### src/design/cache_stat_pkg.sv
// package: register map, bus widths and access carrier for the cache statistics counters
package cache_stat_pkg;

    // ************************************************************
    // bus widths
    // ************************************************************
    localparam int ADDR_W = 8;
    localparam int DATA_W = 32;

    // ************************************************************
    // register offsets (byte addresses, one aligned word each)
    // ************************************************************
    localparam logic [ADDR_W-1:0] HIT_COUNTER_OFFSET  = 8'h00;
    localparam logic [ADDR_W-1:0] MISS_COUNTER_OFFSET = 8'h04;

    // ************************************************************
    // values
    // ************************************************************
    localparam logic [DATA_W-1:0] READ_IDLE_VALUE = 32'h00000000;
    localparam logic [DATA_W-1:0] UNMAPPED_VALUE  = 32'h00000000;
    localparam logic [DATA_W-1:0] COUNT_STEP      = 32'h00000001;

    // ************************************************************
    // one access from the core fetch and load path
    // ************************************************************
    typedef struct packed {
        logic valid;
        logic fetch;
        logic load;
        logic cacheable;
        logic hit;
    } access_t;

    // ************************************************************
    // register bus request
    // ************************************************************
    typedef struct packed {
        logic              wr;
        logic              rd;
        logic [ADDR_W-1:0] addr;
        logic [DATA_W-1:0] wdata;
    } bus_req_t;

endpackage : cache_stat_pkg

### src/design/cache_stat_counters.sv
// module: hit and miss statistics counters of the prefetch cache with register port
`timescale 1ns/1ps

// Notes on behaviour
// - cacheable fetch or load hit bumps hit count, except in a cycle that writes the hit counter
// - cacheable fetch miss bumps miss count, except in a cycle that writes the miss counter
// - non-cacheable accesses touch neither counter
// - hit counter: 32-bit read/write, unknown at power-on
// - miss counter: 32-bit read/write, unknown at power-on
module cache_stat_counters (
    // clock and reset
    input  wire logic                              clock_i,
    input  wire logic                              resetn_i,
    // register port
    input  wire logic [cache_stat_pkg::ADDR_W-1:0] addr_i,
    input  wire logic [cache_stat_pkg::DATA_W-1:0] wr_data_i,
    input  wire logic                              wr_i,
    input  wire logic                              rd_i,
    output logic      [cache_stat_pkg::DATA_W-1:0] rd_data_o,
    // core access path
    input  wire cache_stat_pkg::access_t           access_i,
    // event pulses
    output logic                                   hit_event_o,
    output logic                                   miss_event_o
);

    // ************************************************************
    // declarations
    // ************************************************************
    cache_stat_pkg::bus_req_t              req;
    logic                                  sel_hit;
    logic                                  sel_miss;
    logic                                  wr_hit;
    logic                                  wr_miss;
    logic                                  count_hit;
    logic                                  count_miss;
    logic [cache_stat_pkg::DATA_W-1:0]     hit_count;
    logic [cache_stat_pkg::DATA_W-1:0]     miss_count;
    logic [cache_stat_pkg::DATA_W-1:0]     rd_data_reg;
    logic [cache_stat_pkg::DATA_W-1:0]     rd_data_next;
    logic                                  hit_event_reg;
    logic                                  hit_event_next;
    logic                                  miss_event_reg;
    logic                                  miss_event_next;

    // ************************************************************
    // bus request and address decode
    // ************************************************************
    assign req.wr    = wr_i;
    assign req.rd    = rd_i;
    assign req.addr  = addr_i;
    assign req.wdata = wr_data_i;

    assign sel_hit  = (req.addr == cache_stat_pkg::HIT_COUNTER_OFFSET);
    assign sel_miss = (req.addr == cache_stat_pkg::MISS_COUNTER_OFFSET);
    assign wr_hit   = req.wr && sel_hit;
    assign wr_miss  = req.wr && sel_miss;

    // ************************************************************
    // access classification
    // ************************************************************
    always_comb begin
        count_hit  = 1'b0;
        count_miss = 1'b0;
        if (access_i.valid && access_i.cacheable) begin
            count_hit  = access_i.hit && (access_i.fetch || access_i.load);
            count_miss = !access_i.hit && access_i.fetch;
        end
    end

    // ************************************************************
    // counters
    // ************************************************************
    stat_counter hit_counter_inst (
        .clock_i      (clock_i),
        .load_i       (wr_hit),
        .load_value_i (req.wdata),
        .inc_i        (count_hit),
        .count_o      (hit_count)
    );

    stat_counter miss_counter_inst (
        .clock_i      (clock_i),
        .load_i       (wr_miss),
        .load_value_i (req.wdata),
        .inc_i        (count_miss),
        .count_o      (miss_count)
    );

    // ************************************************************
    // read data and event pulses, next values
    // ************************************************************
    always_comb begin
        rd_data_next    = cache_stat_pkg::READ_IDLE_VALUE;
        hit_event_next  = count_hit;
        miss_event_next = count_miss;
        if (req.rd) begin
            if (sel_hit) begin
                rd_data_next = hit_count;
            end else if (sel_miss) begin
                rd_data_next = miss_count;
            end else begin
                rd_data_next = cache_stat_pkg::UNMAPPED_VALUE;
            end
        end
    end

    // ************************************************************
    // read data and event pulses, registers
    // ************************************************************
    always_ff @(posedge clock_i or negedge resetn_i) begin
        if (!resetn_i) begin
            rd_data_reg    <= cache_stat_pkg::READ_IDLE_VALUE;
            hit_event_reg  <= 1'b0;
            miss_event_reg <= 1'b0;
        end else begin
            rd_data_reg    <= rd_data_next;
            hit_event_reg  <= hit_event_next;
            miss_event_reg <= miss_event_next;
        end
    end

    assign rd_data_o    = rd_data_reg;
    assign hit_event_o  = hit_event_reg;
    assign miss_event_o = miss_event_reg;

endmodule : cache_stat_counters

### src/design/stat_counter.sv
// module: one loadable wrapping statistics counter
`timescale 1ns/1ps

module stat_counter (
    // clock
    input  wire logic                              clock_i,
    // control
    input  wire logic                              load_i,
    input  wire logic [cache_stat_pkg::DATA_W-1:0] load_value_i,
    input  wire logic                              inc_i,
    // state
    output logic      [cache_stat_pkg::DATA_W-1:0] count_o
);

    logic [cache_stat_pkg::DATA_W-1:0] count_reg;
    logic [cache_stat_pkg::DATA_W-1:0] count_next;

    // ************************************************************
    // next value
    // ************************************************************
    always_comb begin
        count_next = count_reg;
        if (load_i) begin
            count_next = load_value_i;
        end else if (inc_i) begin
            count_next = count_reg + cache_stat_pkg::COUNT_STEP;
        end
    end

    // ************************************************************
    // storage, no reset: value unknown until software loads it
    // ************************************************************
    always_ff @(posedge clock_i) begin
        count_reg <= count_next;
    end

    assign count_o = count_reg;

endmodule : stat_counter

### config.mk
export PLATFORM = sky130hd
export DESIGN_NAME = cache_stat_counters
export DESIGN_NICKNAME = d
export VERILOG_FILES = /design/src/design/cache_stat_pkg.sv /design/src/design/cache_stat_counters.sv /design/src/design/stat_counter.sv
export SDC_FILE = /design/constraint.sdc
export NUM_CORES = 1
export LEC_CHECK = 0
export BUFFER_PORTS_ARGS = -buffer_cell sky130_fd_sc_hd__buf_2
export CORE_MARGIN = 2
export CORE_UTILIZATION = 35
export CTS_BUF_LIST = sky130_fd_sc_hd__clkbuf_16
export DETAILED_ROUTE_END_ITERATION = 6
export HOLD_SLACK_MARGIN = 0.03
export PLACE_DENSITY_LB_ADDON = 0.2
export SLEW_MARGIN = 5
export SYNTH_ARGS = -nofsm -noshare
export SYNTH_HDL_FRONTEND = slang
export SYNTH_HIERARCHICAL = 1
export SYNTH_SLANG_ARGS = --single-unit
### constraint.sdc
create_clock -name clock_i -period 3.1 [get_ports clock_i]
set_clock_uncertainty 0.1 [all_clocks]
set_input_delay 0.465 -clock clock_i [delete_from_list [all_inputs] [get_ports clock_i]]
set_output_delay 0.465 -clock clock_i [all_outputs]
set_load 0.02 [all_outputs]
==> results of run 1 <==
## state kept, by name, summed over array words and instances, names as in the netlist
signal and count:
hit_counter_inst/count_o 32, hit_event_o 1, miss_counter_inst/count_o 32, miss_event_o 1, rd_data_o 32
## cell families (layout without fill, tap and decap cells)
logic type | after synthesis | after routing
and+or+nand+nor | 250 | 250
DFF | 98 | 98
AOI/OAI and AO/OA | 77 | 77
muxes | 50 | 50
buffers and inverters | 45 | 130
xor gates and xnor gates | 26 | 26
adders and majority gates | 2 | 2
## stage by stage
stage	hold WS [ns]	area [sq um]	utilization, %	cells
2_1_floorplan	0.0694	5760	-	548
3_3_place_gp	0.491	6460	40.4	833
3_5_place_dp	0.504	6460	40.4	833
4_1_cts	0.125	6790	42.4	849
5_1_grt	0.165	6790	42.4	849
6_report	0.0954	6790	42.4	849
## how the worst min path moves through the flow
stage / to / slack (ns) / cells past startpoint
2_1_floorplan: hit_event_o$_DFF_PN0_ / 0.07 / 0
3_3_place_gp: rd_data_o[30]$_DFF_PN0_ / 0.49 / 1
3_5_place_dp: rd_data_o[1]$_DFF_PN0_ / 0.50 / 1
4_1_cts: rd_data_o[30]$_DFF_PN0_ / 0.12 / 1
5_1_grt: rd_data_o[1]$_DFF_PN0_ / 0.16 / 1
6_report: rd_data_o[1]$_DFF_PN0_ / 0.1 / 1
## cell usage after synthesis, types with 14 or more instances
cell       n
nand4_1   16
a31oi_1   16
edfxtp_1  64
nor3_1    16
mux2i_1   46
nor3_2    32
or4_1     22
clkbuf_1  18
o21ai_0   35
nand2_1   67
xnor2_1   20
dfrtp_1   34
nor2_1    27
nor2b_1   14
o31ai_1   14
nor4_1    16
nand3_1   20
## worst max-delay path: cells and delay by family, from the launching register on
family                   cells  cell delay, ns
AND/OR/NAND/NOR              3            1.35
flip-flops                   1            0.47
adder cells (fa/ha/maj)      1            0.26
AO/OA/AOI/OAI                1            0.17
## cell type report
class	instances	area share, %
timing repair buffer	105	9.15
multi-input combinational	405	40.7
clock inverter	7	1.49
inverter	9	0.498
sequential	98	40.9
tap	216	3.98
clock buffer	9	3.32
## layer usage
metal	global-route usage, %	vias to the layer above	part of all wire, %	wire length (microns)
li1	-	2224	-	-
met1	25.8	2244	47	7390
met2	28.0	144	46	7190
met3	3.04	24	5.2	817
met4	8.18	0	2.4	376
met5	0	-	0	0
## power breakdown
group          switching [mW]  internal (mW)  leakage, nW  total (mW)
Sequential             0.0249           1.41         1.05        1.43
Combinational           0.106         0.0663         1.26       0.172
Clock                   0.518          0.715        0.161        1.23
Total                   0.648           2.19         2.48        2.84
==> out/results.txt, run 1 <==
Status: finished clean
Commonest non-fill, non-tap cell in the layout: buf_2
Post-cts resize count: 0
First-pass GRT wire length: 25300 microns
Synth Area in XOR/XNOR: 3.96%
Area contributors post-synth: edfxtp_1 33%, dfrtp_1 15%, mux2i_1 8.0%
Root Buffer: clkbuf_16
Initial Util: 36.0%
Post-synth top area cell: edfxtp_1
Unrepaired setup endpoints after global routing: false
Slew HR: 28.1%
Share of flip-flops with an asynchronous set or reset: 34.7%
Worst setup margin: 0.593 ns
CP max stage delay: 0.69 ns
CTS Hold Buffers Added: 0
DP Worst Slack: 0.338 ns
Die area: 17500 sq um
Simple-gate portion of the synthesized area: 26.2%
Initial DRC count: 312
Layout cell share with drive strength beyond 1: 26.5%
Fin nets: 679
Max-cap violations: 0
GPL Wtd Cong: 0.827
Reg2Reg Launch Point: hit_counter_inst/count_o[1]$_DFFE_PP_
Vias in the first global route: 4595
Post-route DRC violation count: 0
Initial antenna violation count: 0
Peak Freq: 399 MHz
Final Cycle Share: 80.9%
Fin. max-slew vios: 0
Worst R2R End: hit_counter_inst/count_o[28]$_DFFE_PP_
Clock latency at the later pin of the worst-skew pair: 0.35 ns
CTS buffer count: 9
Predominant post-synthesis flop cell: edfxtp_1
Power density over the cells: 418 nW/um^2
Final Critical Period: 2.51 ns
Number of H-tree levels: 3
Pin count of the biggest net entering global routing: 35
Least-Margin Pin Slew: 1.08 ns
Largest family of logic cells by synthesized area: simple AND/OR/NAND/NOR gates
Arrival @ worst endpoint: 2.61 ns
Total Power: 2.84 mW
Peak VDD IR: 0.284 mV
Flop-to-flop setup slack: 0.59 ns
Fill cell count: 1584
I/O pin total: 83
Worst path cell trace: ha_1 > nand4_1 > or4_1 > or4_1 > a31oi_1
Most frequent cell on the critical path: or4_1
Cell variety after synth: 37
Cells after Synth: 548
Post-CTS Setup Inserts: 0
Routed Antenna Nets: 0
Post-synth EDFFs: 64
Worst-path fanout max: 8
DR WL/cell: 18.6 microns
Multi-input logic area: 2760 sq um
Crit end category: register
Final setup fails: 0
Synth Area per Inst: 10.5 sq um
Lkg Pwr: 2.48 nW
Yosys warnings: 6
Antenna cells: 0
Crit path from: hit_counter_inst/count_o[1]$_DFFE_PP_
Syn nets: 599
Yosys reg bits: 98
Final hold vios: 0
PortBufs: 82
Setup crit end: hit_counter_inst/count_o[28]$_DFFE_PP_
Post-synthesis mux area share: 8.78%
Die boundary width: 132 microns
Clk slew on worst S/H paths: 0.07 ns
Hold Crit Class: in -> async
Yosys top cell area share: 33.4%
Cell row count: 46
Synth-to-layout area growth: 17.9%
TritonRoute pass-1 iters: 4
Via count: 4636
CTS Sinks: 98
Reg area: 2770 sq um
CP Class: reg -> reg
CTS max path bufs: 2
Overall Global Routing Usage: 18.4%
Most frequent cells in the layout: 82 x buf_2, 67 x nand2_1, 64 x edfxtp_1, 46 x mux2i_1, 35 x o21ai_0
Die height: 132 microns
R2R cell count: 5
Total gr overflow: 0
Core Box Area: 16000 sq um
Setup TNS: 0 ns
CP max stage cell: or4_1
CP Launch Type: register
Drt via density: 5.46
CTS tree: built
Drt total wl: 15800 microns
Mapped Area: 5760 sq um
Dpl hpwl: 11700 microns
Area share of fa/ha/maj cells after synthesis: 0.435%
Worst path required time: 3.20 ns
Post-synthesis compound-gate area fraction: 8.35%
Post-synthesis sequential area ratio: 48.2%
Note: power is estimated with default switching activity, not from simulation.
==> run 2, diff against run 1 <==
==> constraint.sdc (replaced) <==
create_clock -name clock_i -period 2.4 [get_ports clock_i]
set_clock_uncertainty 0.1 [all_clocks]
set_input_delay 0.36 -clock clock_i [delete_from_list [all_inputs] [get_ports clock_i]]
set_output_delay 0.36 -clock clock_i [all_outputs]
set_load 0.02 [all_outputs]
==> out/results.txt, run 2 (synthesis results as in run 1) <==
Status: finished clean
Least-Margin Pin Slew: 0.796 ns
Pin count of the biggest net entering global routing: 35
Via count: 4805
Overall Global Routing Usage: 19.2%
Peak VDD IR: 0.355 mV
Fin. max-slew vios: 0
Reg area: 2770 sq um
CTS buffer count: 9
Arrival @ worst endpoint: 2.38 ns
Worst path required time: 2.49 ns
Final setup fails: 0
Crit end category: register
Initial Util: 36.0%
Drt via density: 5.37
Fin nets: 725
Vias in the first global route: 4764
Power density over the cells: 491 nW/um^2
CTS Sinks: 98
Peak Freq: 438 MHz
Antenna cells: 0
Post-route DRC violation count: 0
Drt total wl: 16500 microns
Multi-input logic area: 2770 sq um
Top Metal Used: met4
CP Launch Type: register
DR WL/cell: 18.5 microns
Die boundary width: 132 microns
Routed Antenna Nets: 0
TritonRoute pass-1 iters: 5
Root Buffer: clkbuf_16
CP Class: reg -> reg
Layout cell share with drive strength beyond 1: 31.4%
Flop-to-flop setup slack: 0.11 ns
Post-CTS Setup Inserts: 0
Number of H-tree levels: 3
Max-cap violations: 0
Fill cell count: 1564
Die height: 132 microns
Lkg Pwr: 2.69 nW
Final core occ: 44.5%
GPL Wtd Cong: 0.860
Final Critical Period: 2.29 ns
Unrepaired setup endpoints after global routing: false
Worst-path fanout max: 8
Clock latency at the later pin of the worst-skew pair: 0.35 ns
Cell row count: 46
Commonest non-fill, non-tap cell in the layout: buf_2
CTS tree: built
Slew HR: 46.9%
Metal2 WL: 7600 microns
Initial DRC count: 367
DP Area: 6830 sq um
PortBufs: 82
Dpl hpwl: 12700 microns
Core Box Area: 16000 sq um
Fin area: 7120 sq um
Most frequent cells in the layout: 82 x buf_2, 67 x nand2_1, 64 x edfxtp_1, 63 x buf_4, 46 x mux2i_1
I/O pin total: 83
CTS max path bufs: 2
Hold Slack: 0.0988 ns
Synth-to-layout area growth: 23.8%
Final Cycle Share: 95.2%
Die area: 17500 sq um
Initial antenna violation count: 0
First-pass GRT wire length: 26200 microns
Hold Crit Class: in -> reg
Total gr overflow: 0
Final hold vios: 0
Clk slew on worst S/H paths: 0.07 ns
WL met3: 731 microns
Met1 wire length: 7890 microns
==> run 2: timing repair <==
action,4_1_cts,5_1_grt
resized for setup,0,2
hold buffers,1,0
setup endpoints to repair,0,4
endpoints found under the hold margin,34,0
==> run 2: layout make-up <==
cell class	count	area share, %
tap	216	3.79
multi-input combinational	405	38.9
timing repair buffer	151	13.9
clock inverter	6	0.421
sequential	98	38.9
inverter	9	0.474
clock buffer	10	3.51
==> run 2: stage by stage <==
stage	total power [mW]	worst slack [ns]	instances	setup TNS (ns)
5_1_grt	3.62	0.0431	895	0
3_5_place_dp	2.14	-0.131	878	-6.12
6_report	3.50	0.114	895	0
4_1_cts	3.53	0.0809	895	0
3_3_place_gp	2.13	-0.0929	878	-4.04
2_1_floorplan	2.00	0.0000755	548	0
==> run 2: worst paths after layout <==
| check | start | to | depth (start not counted) |
|---|---|---|---|
| max in group asynchronous | resetn_i | hit_event_o$_DFF_PN0_ | 2 |
| worst max-delay path | hit_counter_inst/count_o[9]$_DFFE_PP_ | hit_counter_inst/count_o[31]$_DFFE_PP_ | 4 |
| worst min-delay path | access_i[0] | miss_event_o$_DFF_PN0_ | 2 |
| worst min register to register | hit_counter_inst/count_o[30]$_DFFE_PP_ | rd_data_o[30]$_DFF_PN0_ | 2 |
| worst max register to register | hit_counter_inst/count_o[9]$_DFFE_PP_ | hit_counter_inst/count_o[31]$_DFFE_PP_ | 4 |
| min in group asynchronous | resetn_i | rd_data_o[26]$_DFF_PN0_ | 2 |
==> run 2: per-layer routing <==
metal / global-route usage (%) / vias to the layer above
met5: 0 / -
met4: 6.45 / 0
met3: 3.04 / 25
met2: 30.4 / 136
met1: 26.8 / 2328
li1: - / 2316
==> run 2: where the power goes <==
part           internal (mW)  leakage [nW]  switching (mW)  total [mW]
sequential              1.82          1.05          0.0207        1.84
combinational          0.104          1.49           0.156       0.260
clock                  0.755         0.143           0.640        1.39
total                   2.68          2.69           0.817        3.50
==> run 2: critical path, cell delays in order (launching register included) <==
cell and delay [ns]:
edfxtp_1 0.37, nand4_2 0.18, or4_1 0.71, or4_1 0.57
a31oi_1 0.20
